## src/verilog/tvg_consts.svh

```systemverilog
// Constants for the time-varying gain schedule block
`ifndef TVG_CONSTS_SVH
`define TVG_CONSTS_SVH

// Register byte addresses
`define TVG_ADDR_REG2 8'h16
`define TVG_ADDR_REG3 8'h17
`define TVG_ADDR_REG4 8'h18
`define TVG_ADDR_REG5 8'h19
`define TVG_ADDR_REG6 8'h1a

// Reset value and unmapped read data
`define TVG_REG_RESET 8'h00
`define TVG_RDATA_UNMAPPED 8'h00

// Field positions in gain_schedule_reg2
`define TVG_SEG4_HI 7
`define TVG_SEG4_LO 4
`define TVG_SEG5_HI 3
`define TVG_SEG5_LO 0

// Field positions of the gain codes, the reserved bit and the shift bit
`define POINT1_GAIN_CODE_HI 7
`define POINT1_GAIN_CODE_LO 2
`define TVG_G2A_HI 1
`define TVG_G2A_LO 0
`define TVG_G2B_HI 7
`define TVG_G2B_LO 4
`define TVG_G3A_HI 3
`define TVG_G3A_LO 0
`define TVG_G3B_HI 7
`define TVG_G3B_LO 6
`define POINT4_GAIN_CODE_HI 5
`define POINT4_GAIN_CODE_LO 0
`define POINT5_GAIN_CODE_HI 7
`define POINT5_GAIN_CODE_LO 2
`define TVG_RSVD_BIT 1
`define TVG_SHIFT_BIT 0

// Timing
`define TVG_CLK_HZ 20000000
`define TVG_TICK_US 1
`define TVG_TICK_CYCLES ((`TVG_CLK_HZ / 1000000) * `TVG_TICK_US)

// Burst frequency in 0.1 kHz units: 2 * code + 300, optionally times 6
`define TVG_FREQ_STEP 2
`define TVG_FREQ_BASE 300
`define TVG_BURST_RANGE_MULTIPLIER_EN_MULT 6

// Gain in half-dB units: code + 1 + 2 * range offset in dB
`define TVG_GAIN_CODE_BIAS 1
`define TVG_RANGE_SCALE 2

// Last gain point index
`define TVG_LAST_POINT 3'h5

`endif

```

## src/verilog/tvg_pkg.sv

```systemverilog
// Types and delay table of the time-varying gain schedule block
package tvg_pkg;

  typedef logic [5:0] tvg_code_t;

  typedef struct packed {
    tvg_code_t p1;
    tvg_code_t p2;
    tvg_code_t p3;
    tvg_code_t p4;
    tvg_code_t p5;
  } tvg_points_t;

  typedef enum logic [1:0] {
    TVG_IDLE = 2'b00,
    TVG_RUN = 2'b01,
    TVG_HOLD = 2'b10
  } tvg_state_t;

  // Segment code to delay in microseconds
  function automatic logic [15:0] tvg_delay_us(input logic [3:0] code);
    logic [15:0] us;
    us = 16'h0000;
    unique case (code)
      4'h0: us = 16'd100;
      4'h1: us = 16'd200;
      4'h2: us = 16'd300;
      4'h3: us = 16'd400;
      4'h4: us = 16'd600;
      4'h5: us = 16'd800;
      4'h6: us = 16'd1000;
      4'h7: us = 16'd1200;
      4'h8: us = 16'd1400;
      4'h9: us = 16'd2000;
      4'ha: us = 16'd2400;
      4'hb: us = 16'd3200;
      4'hc: us = 16'd4000;
      4'hd: us = 16'd5200;
      4'he: us = 16'd6400;
      4'hf: us = 16'd8000;
    endcase
    return us;
  endfunction : tvg_delay_us

endpackage : tvg_pkg

```

## src/verilog/tvg_schedule.sv

```systemverilog
// Time-varying gain schedule registers and sequencer
`timescale 1ns/1ps
`default_nettype none
`include "tvg_consts.svh"
module tvg_schedule import tvg_pkg::*; #(
  parameter int unsigned TICK_CYCLES = `TVG_TICK_CYCLES
) (
  // Clock and reset
  input wire logic i_mclk,
  input wire logic i_reset,
  // Register port
  input wire logic [7:0] i_addr,
  input wire logic [7:0] i_wdata,
  input wire logic i_wr,
  input wire logic i_rd,
  output logic [7:0] o_rdata,
  // Earlier schedule settings held elsewhere
  input wire logic [3:0] i_schedule_start_code,
  input wire logic [3:0] i_segment1_delta_code,
  input wire logic [3:0] i_segment2_delta_code,
  input wire logic [3:0] i_segment3_delta_code,
  input wire tvg_code_t i_initial_gain_code,
  input wire logic [7:0] i_front_end_gain_range,
  input wire logic [7:0] i_base_freq_code,
  // Listening control
  input wire logic i_listen_start,
  input wire logic i_listen_stop,
  // Front-end outputs
  output logic [9:0] o_gain_half_db,
  output logic [2:0] o_gain_point,
  output logic o_listening,
  output logic [12:0] o_burst_freq_dkhz
);

  // Register storage
  logic [7:0] gain_schedule_reg2;
  logic [7:0] gain_schedule_reg3;
  logic [7:0] gain_schedule_reg4;
  logic [7:0] gain_schedule_reg5;
  logic [7:0] gain_schedule_reg6;

  // Address decode
  wire sel_reg2 = (i_addr == `TVG_ADDR_REG2);
  wire sel_reg3 = (i_addr == `TVG_ADDR_REG3);
  wire sel_reg4 = (i_addr == `TVG_ADDR_REG4);
  wire sel_reg5 = (i_addr == `TVG_ADDR_REG5);
  wire sel_reg6 = (i_addr == `TVG_ADDR_REG6);

  wire [7:0] read_mux =
    sel_reg2 ? gain_schedule_reg2 :
    sel_reg3 ? gain_schedule_reg3 :
    sel_reg4 ? gain_schedule_reg4 :
    sel_reg5 ? gain_schedule_reg5 :
    sel_reg6 ? gain_schedule_reg6 :
    `TVG_RDATA_UNMAPPED;

  // Write enables, one per register
  wire wr_reg2 = i_wr && sel_reg2;
  wire wr_reg3 = i_wr && sel_reg3;
  wire wr_reg4 = i_wr && sel_reg4;
  wire wr_reg5 = i_wr && sel_reg5;
  wire wr_reg6 = i_wr && sel_reg6;

  // Whole bytes are writable, the reserved bit included
  always_ff @(posedge i_mclk) begin
    if (i_reset) begin
      gain_schedule_reg2 <= `TVG_REG_RESET;
    end else if (wr_reg2) begin
      gain_schedule_reg2 <= i_wdata;
    end
  end

  always_ff @(posedge i_mclk) begin
    if (i_reset) begin
      gain_schedule_reg3 <= `TVG_REG_RESET;
    end else if (wr_reg3) begin
      gain_schedule_reg3 <= i_wdata;
    end
  end

  always_ff @(posedge i_mclk) begin
    if (i_reset) begin
      gain_schedule_reg4 <= `TVG_REG_RESET;
    end else if (wr_reg4) begin
      gain_schedule_reg4 <= i_wdata;
    end
  end

  always_ff @(posedge i_mclk) begin
    if (i_reset) begin
      gain_schedule_reg5 <= `TVG_REG_RESET;
    end else if (wr_reg5) begin
      gain_schedule_reg5 <= i_wdata;
    end
  end

  always_ff @(posedge i_mclk) begin
    if (i_reset) begin
      gain_schedule_reg6 <= `TVG_REG_RESET;
    end else if (wr_reg6) begin
      gain_schedule_reg6 <= i_wdata;
    end
  end

  // Read data only in the cycle after the strobe
  always_ff @(posedge i_mclk) begin
    if (i_reset) begin
      o_rdata <= 8'h00;
    end else begin
      o_rdata <= i_rd ? read_mux : 8'h00;
    end
  end

  // Field extraction
  wire [3:0] segment4_delta_code = gain_schedule_reg2[`TVG_SEG4_HI:`TVG_SEG4_LO];
  wire [3:0] segment5_delta_code = gain_schedule_reg2[`TVG_SEG5_HI:`TVG_SEG5_LO];
  wire burst_range_multiplier_en = gain_schedule_reg6[`TVG_SHIFT_BIT];

  tvg_points_t points;
  assign points.p1 = gain_schedule_reg3[`POINT1_GAIN_CODE_HI:`POINT1_GAIN_CODE_LO];
  assign points.p2 = {gain_schedule_reg3[`TVG_G2A_HI:`TVG_G2A_LO],
                      gain_schedule_reg4[`TVG_G2B_HI:`TVG_G2B_LO]};
  assign points.p3 = {gain_schedule_reg4[`TVG_G3A_HI:`TVG_G3A_LO],
                      gain_schedule_reg5[`TVG_G3B_HI:`TVG_G3B_LO]};
  assign points.p4 = gain_schedule_reg5[`POINT4_GAIN_CODE_HI:`POINT4_GAIN_CODE_LO];
  assign points.p5 = gain_schedule_reg6[`POINT5_GAIN_CODE_HI:`POINT5_GAIN_CODE_LO];

  // Microsecond tick, realigned at each start
  logic tick;
  tvg_tick_div #(
    .TICK_CYCLES(TICK_CYCLES)
  ) u_tick (
    .i_mclk(i_mclk),
    .i_reset(i_reset),
    .i_clear(i_listen_start),
    .o_tick(tick)
  );

  // Sequencer state
  tvg_state_t state;
  tvg_state_t next_state;
  logic [2:0] point;
  logic [2:0] next_point;
  logic [15:0] elapsed;
  logic [15:0] next_elapsed;
  logic [15:0] target;
  logic [15:0] next_target;

  // Delta of the segment after the one just ending, added on leaving a point
  wire [3:0] next_seg_code =
    (point == 3'h0) ? i_segment2_delta_code :
    (point == 3'h1) ? i_segment3_delta_code :
    (point == 3'h2) ? segment4_delta_code :
    segment5_delta_code;

  // First point lies at start time plus the first delta
  wire [15:0] first_target = tvg_delay_us(i_schedule_start_code)
                           + tvg_delay_us(i_segment1_delta_code);
  wire [15:0] seg_delta = tvg_delay_us(next_seg_code);
  wire reached = tick && (elapsed + 16'h0001 >= target);

  always_comb begin
    next_state = state;
    next_point = point;
    next_elapsed = elapsed;
    next_target = target;
    unique case (state)
      TVG_IDLE: begin
        if (i_listen_start) begin
          next_state = TVG_RUN;
          next_point = 3'h0;
          next_elapsed = 16'h0000;
          next_target = first_target;
        end
      end
      TVG_RUN: begin
        if (tick) begin
          next_elapsed = elapsed + 16'h0001;
        end
        if (reached) begin
          next_point = point + 3'h1;
          next_target = target + seg_delta;
          if (point + 3'h1 == `TVG_LAST_POINT) begin
            next_state = TVG_HOLD;
          end
        end
      end
      TVG_HOLD: begin
        next_state = TVG_HOLD;
      end
      default: next_state = TVG_IDLE;
    endcase
    // Stop wins over everything; a restart reopens the schedule
    if (i_listen_stop) begin
      next_state = TVG_IDLE;
      next_point = 3'h0;
    end else if (i_listen_start && state != TVG_IDLE) begin
      next_state = TVG_RUN;
      next_point = 3'h0;
      next_elapsed = 16'h0000;
      next_target = first_target;
    end
  end

  always_ff @(posedge i_mclk) begin
    if (i_reset) begin
      state <= TVG_IDLE;
    end else begin
      state <= next_state;
    end
  end

  always_ff @(posedge i_mclk) begin
    if (i_reset) begin
      point <= 3'h0;
    end else begin
      point <= next_point;
    end
  end

  // Elapsed time only counts ticks; a restart clears it
  always_ff @(posedge i_mclk) begin
    if (i_reset) begin
      elapsed <= 16'h0000;
    end else begin
      elapsed <= next_elapsed;
    end
  end

  always_ff @(posedge i_mclk) begin
    if (i_reset) begin
      target <= 16'h0000;
    end else begin
      target <= next_target;
    end
  end

  // Gain code of the point in force
  wire tvg_code_t active_code =
    (point == 3'h1) ? points.p1 :
    (point == 3'h2) ? points.p2 :
    (point == 3'h3) ? points.p3 :
    (point == 3'h4) ? points.p4 :
    (point == 3'h5) ? points.p5 :
    i_initial_gain_code;

  tvg_gain_calc u_gain (
    .i_mclk(i_mclk),
    .i_reset(i_reset),
    .i_code(active_code),
    .i_range_db(i_front_end_gain_range),
    .o_gain_half_db(o_gain_half_db)
  );

  // Burst frequency in 0.1 kHz units
  wire [12:0] base_freq = 13'(i_base_freq_code) * 13'(`TVG_FREQ_STEP)
                        + 13'(`TVG_FREQ_BASE);
  wire [12:0] next_freq = burst_range_multiplier_en
                        ? base_freq * 13'(`TVG_BURST_RANGE_MULTIPLIER_EN_MULT)
                        : base_freq;

  // Point and flag registered alongside the gain, one cycle behind the state
  always_ff @(posedge i_mclk) begin
    if (i_reset) begin
      o_gain_point <= 3'h0;
    end else begin
      o_gain_point <= point;
    end
  end

  always_ff @(posedge i_mclk) begin
    if (i_reset) begin
      o_listening <= 1'b0;
    end else begin
      o_listening <= (state != TVG_IDLE);
    end
  end

  // Recomputed every cycle, so a new code or shift shows one cycle later
  always_ff @(posedge i_mclk) begin
    if (i_reset) begin
      o_burst_freq_dkhz <= 13'h0000;
    end else begin
      o_burst_freq_dkhz <= next_freq;
    end
  end

endmodule : tvg_schedule
`default_nettype wire

```

## src/verilog/tvg_tick_div.sv

```systemverilog
// Microsecond enable pulse divider
`timescale 1ns/1ps
`default_nettype none
`include "tvg_consts.svh"
module tvg_tick_div import tvg_pkg::*; #(
  parameter int unsigned TICK_CYCLES = `TVG_TICK_CYCLES
) (
  // Clock and reset
  input wire logic i_mclk,
  input wire logic i_reset,
  // Control
  input wire logic i_clear,
  output logic o_tick
);

  logic [7:0] count;
  logic [7:0] next_count;
  logic wrap;

  assign wrap = (count == 8'(TICK_CYCLES - 1));
  assign next_count = (i_clear || wrap) ? 8'h00 : count + 8'h01;

  always_ff @(posedge i_mclk) begin
    if (i_reset) begin
      count <= 8'h00;
      o_tick <= 1'b0;
    end else begin
      count <= next_count;
      o_tick <= wrap && !i_clear;
    end
  end

endmodule : tvg_tick_div
`default_nettype wire

```

## src/verilog/tvg_gain_calc.sv

```systemverilog
// Gain code plus front-end range offset to half-dB units
`timescale 1ns/1ps
`default_nettype none
`include "tvg_consts.svh"
module tvg_gain_calc import tvg_pkg::*; (
  // Clock and reset
  input wire logic i_mclk,
  input wire logic i_reset,
  // Operands
  input wire tvg_code_t i_code,
  input wire logic [7:0] i_range_db,
  // Result
  output logic [9:0] o_gain_half_db
);

  logic [9:0] next_gain;

  // Half-dB units keep the 0.5 dB step exact in integers
  assign next_gain = 10'(i_code) + 10'(`TVG_GAIN_CODE_BIAS)
                   + 10'(i_range_db) * 10'(`TVG_RANGE_SCALE);

  always_ff @(posedge i_mclk) begin
    if (i_reset) begin
      o_gain_half_db <= 10'h000;
    end else begin
      o_gain_half_db <= next_gain;
    end
  end

endmodule : tvg_gain_calc
`default_nettype wire

```

## config.mk

```make
export PLATFORM = sky130hd
export DESIGN_NAME = tvg_schedule
export DESIGN_NICKNAME = d
export VERILOG_FILES = /design/src/verilog/tvg_pkg.sv /design/src/verilog/tvg_schedule.sv /design/src/verilog/tvg_tick_div.sv /design/src/verilog/tvg_gain_calc.sv
export VERILOG_INCLUDE_DIRS = /design/src /design/src/verilog
export SDC_FILE = /design/constraint.sdc
export NUM_CORES = 1
export LEC_CHECK = 0
export CAP_MARGIN = 20
export CORE_AREA = 2 2 150 152
export DETAILED_ROUTE_END_ITERATION = 10
export DIE_AREA = 0 0 152 154
export DONT_BUFFER_PORTS = 1
export HOLD_SLACK_MARGIN = 0.06
export SYNTH_ARGS = -nofsm -noshare
export SYNTH_HDL_FRONTEND = slang
export SYNTH_HIERARCHICAL = 1
export SYNTH_SLANG_ARGS = --single-unit
```

## constraint.sdc

```tcl
create_clock -name i_mclk -period 7.2 [get_ports i_mclk]
set_input_delay 1.08 -clock i_mclk [delete_from_list [all_inputs] [get_ports i_mclk]]
set_output_delay 1.08 -clock i_mclk [all_outputs]
set_load 0.1 [all_outputs]
```

After elaboration in Yosys (flattened, before gate mapping)
Memory sizes are Yosys's and may differ from the RTL's.
Index checks and enable logic that the tools add are counted.

operators by class
  $lt $le $gt $ge = 1
  bitwise gates (word level) = 1
  reductions and logical operators = 22
  add/subtract/negate cells = 8
  muxes and demuxes = 32
  multiply operators = 1
  equality and inequality tests = 20

operator list
  cell                                                number
  2-to-1 mux 16 bit                                   8
  one-hot mux 16 bit (2 select lines)                 2
  == test 8 x 5 -> 1 bit, second input constant       6
  2-to-1 mux 8 bit                                    5
  adder 16 bit                                        2
  2-to-1 mux 6 bit                                    5
  adder 16 x 1 -> 16 bit, second input constant       1
  greater-or-equal comparator 16 bit                  1
  2-to-1 mux 13 bit                                   1
  multiplier 10 x 2 -> 12 bit, second input constant  1
  2-to-1 mux 4 bit                                    3
  adder 10 x 9 -> 10 bit                              1
  adder 9 x 9 -> 10 bit, second input constant        1
  == test 3 bit, second input constant                3
  != test 3 bit, second input constant                3
  AND reduction 3 bit                                 3
  adder 8 x 1 -> 8 bit, second input constant         1
  logical AND 1 bit                                   8
  OR reduction 2 bit                                  4
  adder 6 x 1 -> 7 bit, second input constant         1
  == test 3 x 2 -> 1 bit, second input constant       2
  2-to-1 mux 2 bit                                    3
  2-to-1 mux 3 bit                                    2
  != test 2 bit, second input constant                3
  14 further kinds                                    15

storage, ports and cells
  logic and storage cells = 106
  output and inout bits = 35
  input port bits = 60
  register bits after elaboration = 121
  memories kept = 3
  ROM bits = 528

memory list
  memory            depth  width  read ports  clocked after Yosys merged registers in  write ports  RTL line       source
  (name not given)  16     11     1           0                                        0            tvg_pkg.sv:24  unique case (code)
  (name not given)  16     11     1           0                                        0            tvg_pkg.sv:24
  (name not given)  16     11     1           0                                        0            tvg_pkg.sv:24

Depth between registers and ports, before layout
An unclocked memory read counts as a cell.

  depth in word-level cells = 10
  depth in mapped cells = 20
  gate-level depth less buffers = 18

Modules after synthesis
The synthesis kept the hierarchy.

modules (own cells, without submodules)
  module         area an instance (um2)  times used  seq. area each (um2)  cells each
  tvg_schedule   7,631.1                 1           2,021.9               951
  tvg_gain_calc  544.3                   1           200.2                 57
  tvg_tick_div   371.6                   1           180.2                 40

Worst setup path after synthesis
OpenSTA, ideal clock, no wires.

  kind = in2reg
  from = in i_segment3_delta_code[0]
  to = reg target[14]
  data required time = 7.084 ns
  arrival time = 3.946 ns
  stages = 16
  library setup time = 0.116 ns
  setup slack = 3.138 ns
  path buffers = 1
  cells stage by stage = a22oi_1 -> o211ai_1 -> o21a_1 -> clkbuf_1 -> ha_1 -> nor2_1 -> a21oi_1 -> o22ai_1 -> ha_1 -> a21o_1 -> or3_1 -> nor3_1 -> nor4_1 -> o211ai_1 -> mux2i_1 -> a31o_2

between the ends
  word-level cells in the longest chain between the ends = 8

RTL lines
  element                                  RTL line             source
  start, declared                          tvg_schedule.sv:21   input wire logic [3:0] i_segment3_delta_code,
  2-to-1 mux 4 bit (*)                     tvg_schedule.sv:152  (point == 3'h1) ? i_segment3_delta_code :
  2-to-1 mux 4 bit (*)                     tvg_schedule.sv:151  (point == 3'h0) ? i_segment2_delta_code :
  memory (16 x 11 bit) (*)                 -
  adder 16 bit (*)                         tvg_schedule.sv:182  next_target = target + seg_delta;
  2-to-1 mux 16 bit (*)                    tvg_schedule.sv:180  if (reached) begin
  one-hot mux 16 bit (2 select lines) (*)  tvg_schedule.sv:167  unique case (state)
  2-to-1 mux 16 bit                        tvg_schedule.sv:197  end else if (i_listen_start && state != TVG_IDLE) begin
  2-to-1 mux 16 bit (*)                    tvg_schedule.sv:194  if (i_listen_stop) begin
  end signal, assigned                     tvg_schedule.sv:234  target <= next_target;
  end, declared                            tvg_schedule.sv:146  logic [15:0] target;

Mark *: on every way between the ends. The rest lies on a longest branch, timed or not.
A chain may end at the register's enable or synchronous reset.

Worst setup path in the final report
  from = reg point[1]
  to = reg target[15]

between the ends
  word-level cells in the longest chain between the ends = 10
  elaborated cells on any way between the ends = 12
  classes of those cells = 1 x add/sub; 2 x eq/ne; 7 x mux; 1 x reduce/logical; 1 x memory

RTL lines
  element                                  RTL line             source
  start, declared                          tvg_schedule.sv:142  logic [2:0] point;
  start signal, assigned                   tvg_schedule.sv:217  point <= next_point;
  == test 3 x 2 -> 1 bit                   tvg_schedule.sv:153  (point == 3'h2) ? segment4_delta_code :
  2-to-1 mux 4 bit                         tvg_schedule.sv:153
  2-to-1 mux 4 bit                         tvg_schedule.sv:152
  2-to-1 mux 4 bit (*)                     tvg_schedule.sv:151
  memory (16 x 11 bit) (*)                 -
  adder 16 bit (*)                         tvg_schedule.sv:182
  2-to-1 mux 16 bit (*)                    tvg_schedule.sv:180
  one-hot mux 16 bit (2 select lines) (*)  tvg_schedule.sv:167
  2-to-1 mux 16 bit                        tvg_schedule.sv:197
  2-to-1 mux 16 bit (*)                    tvg_schedule.sv:194

Marked as above.

==> flow_summary.json <==
{
  "status": "complete, no violations",
  "internal_power_mw": 1.37,
  "hp-class": "flip-flop to flip-flop",
  "powerDensity_mw_per_mm2": 217,
  "clock_latency_ns": 0.42,
  "place_hpwl_um": 15700,
  "hold_violations": 0,
  "p_clk_share_pct": 43.5,
  "start_kind": "flip-flop",
  "synth_compound_area_share_pct": 20.4,
  "initial_utilization_pct": 39.4,
  "drc": 0,
  "synth-simple-area-share_pct": 19.8,
  "crit_fanout": 15,
  "layout.cells.non_filler": 1310,
  "crit_arrival_ns": 5.26,
  "syn_inst": 1048,
  "synth_fa_ha_area_share_pct": 12.7,
  "rr_startpoint": "point[1]$_SDFFE_PP0P_",
  "power_frac_comb_pct": 18.2,
  "synth_common_cells": "nor2_1, dfxtp_1, ha_1, nand2_1, mux2i_1",
  "critical-path-slowest-cell": "nor2b_1",
  "synth.yosys.seq_area_share_pct": 28.1,
  "synth_top_family_by_area": "compound AO/OA/AOI/OAI gates",
  "chipHeight_um": 154,
  "p_sw_share_pct": 32.4,
  "fin_util_pct": 42.9,
  "synthTopCellsByArea": "dfxtp_1, ha_1, mux2i_1",
  "slew_headroom_pct": 30.9,
  "required_ns": 7.54,
  "grt_max_degree": 84,
  "report.final.slew_viol_count": 0,
  "cts-root-buf": "clkbuf_16",
  "crit_path_frequent_cell": "ha_1",
  "worstHoldStart": "target[1]$_SDFF_PP0_",
  "tightest_slew_ns": 1.03,
  "overflow": 0,
  "synthMuxAreaShare_pct": 9.37,
  "max_freq_mhz": 203,
  "final_antenna_net_count": 0,
  "num-nets-final": 1162,
  "grt_first_pass_wirelength_um": 34500,
  "endpoint_kind": "flip-flop",
  "r2r-end": "target[15]$_SDFF_PP0_",
  "crit_chain": "inv_1 -> ha_1 -> nor2b_1 -> a22oi_1 -> o211ai_1 -> o21a_1 -> ha_1 -> nor2_1 -> a211oi_1 -> a21oi_1 -> ha_1 -> and3_1 -> a221o_1 -> o21ai_0 -> o21ai_0 -> o2111ai_1 -> or3_1 -> a31oi_1",
  "die_area_mm2": 0.0234,
  "hold_end": "target[1]$_SDFF_PP0_",
  "path_clk_slew_ns": 0.06,
  "grt_usage_pct": 17.9,
  "hold_buffers": 0,
  "synth_top_area_share_pct": 28.1,
  "synth_cell_types": 75,
  "ctsHtreeMaxLevel": 4,
  "wl_per_cell_um": 16.1,
  "die_w_um": 152,
  "yosysWarnings": 6,
  "regToRegSetupSlack_ns": 2.28,
  "cts_sinks": 120,
  "cts_buffers": 17,
  "finalSetupTns_ns": 0,
  "synth_ff_type": "dfxtp_1",
  "io_pins": 95,
  "worst-path-buf-inv": 1,
  "power.switching_uw": 654,
  "synth_edf_count": 0,
  "cts_resized": 0,
  "finalSetupViolations": 0,
  "syn-num-nets": 1193,
  "synthToLayoutAreaGrowth_pct": 8.92,
  "avgSynthCellArea_um2": 8.16,
  "diodes": 0,
  "ys_seq_elements": 120,
  "cpLargestDelayFamily": "compound AO/OA/AOI/OAI gates",
  "fp.coreArea_mm2": 0.0217,
  "routabilityCongestion": 0.835,
  "hold_depth": 1,
  "vias_per_cell": 5.59,
  "cts_buffer_depth": 2,
  "cap_violations": 0,
  "place_inst": 1277,
  "p_leak_nw": 3.76,
  "vdd_drop_max_mv": 0.142,
  "min_period_over_period_pct": 68.4,
  "postCtsSetupBuffers": 0,
  "netlist_area_mm2": 0.00855,
  "num_vias": 7320,
  "reg2reg_depth": 18,
  "yosys.area_share.xor_xnor_pct": 4.92,
  "drtIter0Drc": 512,
  "cts_tree": "built",
  "yosysMostFrequentCell": "nor2_1",
  "antenna_found_initial": 0,
  "drive_gt1_share_pct": 6.80,
  "slowest_delay_ns": 0.64,
  "yosysTopAreaCell": "dfxtp_1",
  "numPortBuffers": 0,
  "crit_type": "flip-flop to flip-flop",
  "rows": 54,
  "fin_skew_ns": 0.0115,
  "rsz0062_at_grt": "false",
  "min_period_ns": 4.92,
  "synthArstFlopShare_pct": 0,
  "grt_pass1_vias": 6819,
  "drt-pass1-iter-count": 6,
  "routed_wl_um": 21100,
  "seqPwrFrac_pct": 38.4,
  "total_power_mw": 2.02
}
## registers in the layout, summed over array words and instances (netlist names)
signal	count
elapsed	16
gain_schedule_reg2	8
gain_schedule_reg3	8
gain_schedule_reg4	8
gain_schedule_reg5	8
gain_schedule_reg6	8
o_burst_freq_dkhz	12
o_gain_point	3
o_listening	1
o_rdata	8
point	3
state	2
target	16
u_gain/o_gain_half_db	10
u_tick/count	8
u_tick/o_tick	1
## layout by cell type, fill, tap and decap left out, drive strengths merged, types with 4 or more instances in the layout
| cell type | count |
|---|---|
| nand4 | 4 |
| a22o | 6 |
| mux2 | 12 |
| nor2b | 10 |
| o211ai | 8 |
| a221oi | 6 |
| mux2i | 62 |
| a221o | 5 |
| nor3 | 27 |
| o21a | 8 |
| nand3 | 29 |
| dfxtp | 120 |
| or3 | 9 |
| a21o | 14 |
| o21ai | 62 |
| ha | 82 |
| a211oi | 9 |
| xor2 | 24 |
| o21bai | 6 |
| a22oi | 37 |
| a31oi | 8 |
| xnor2 | 24 |
| nand2 | 65 |
| and3 | 14 |
| nor3b | 7 |
| nor2 | 152 |
| inv | 58 |
| nor4 | 6 |
| clkbuf | 17 |
| nand2b | 11 |
| o22ai | 10 |
| a21oi | 59 |
## power groups by stage
stage                     Combinational [mW]  Clock, mW  Sequential, mW
final                                  0.367      0.878           0.775
after floorplan                        0.309          0           0.781
after global placement                 0.359          0           0.790
after CTS                              0.366      0.897           0.775
after global routing                   0.413      0.927           0.777
after detailed placement               0.364          0           0.790
## how the worst max path moves through the flow
stage / to / startpoint / slack (ns) / cells after the start
after global placement: target[15]$_SDFF_PP0_ / point[1]$_SDFFE_PP0P_ / 2.49 / 18
final: target[15]$_SDFF_PP0_ / point[1]$_SDFFE_PP0P_ / 2.28 / 18
after global routing: target[15]$_SDFF_PP0_ / point[1]$_SDFFE_PP0P_ / 1.79 / 18
after floorplan: target[14]$_SDFF_PP0_ / i_segment3_delta_code[0] / 3.14 / 16
after detailed placement: target[15]$_SDFF_PP0_ / point[1]$_SDFFE_PP0P_ / 2.34 / 18
after CTS: target[15]$_SDFF_PP0_ / point[1]$_SDFFE_PP0P_ / 2.28 / 18
## cells by family after synthesis
logic type	count (synthesis)
xor gates and xnor gates	48
AOI/OAI and AO/OA	261
buffers and inverters	102
and+or+nand+nor	355
adders and majority gates	85
DFF	120
muxes	76
other	1
## through the flow
| stage | setup slack (ns) | instance area, um2 | hold WS [ns] |
|---|---|---|---|
| 3_3_place_gp | 2.49 | 8700 | 0.465 |
| 5_1_grt | 1.79 | 9310 | 0.487 |
| 6_report | 2.28 | 9310 | 0.481 |
| 4_1_cts | 2.28 | 9300 | 0.483 |
| 2_1_floorplan | 3.14 | 8550 | 0.441 |
| 3_5_place_dp | 2.34 | 8700 | 0.469 |
## metal layers
layer	vias to the layer above	share of wire, %	GRT usage (%)
met5	-	0	0
met4	0	1.8	5.87
met3	26	4.4	3.89
met2	186	48	30.0
met1	3392	46	23.0
li1	3716	-	-
## layout make-up
type | instances | area, um2
Fill cell | 2174 | 12400
Multi-Input combinational cell | 826 | 5750
Sequential cell | 120 | 2400
Clock buffer | 17 | 425
Tap cell | 280 | 350
Inverter | 49 | 184
Clock inverter | 15 | 178
Timing Repair Buffer | 3 | 22.5
(Power assumes the default switching activity.)
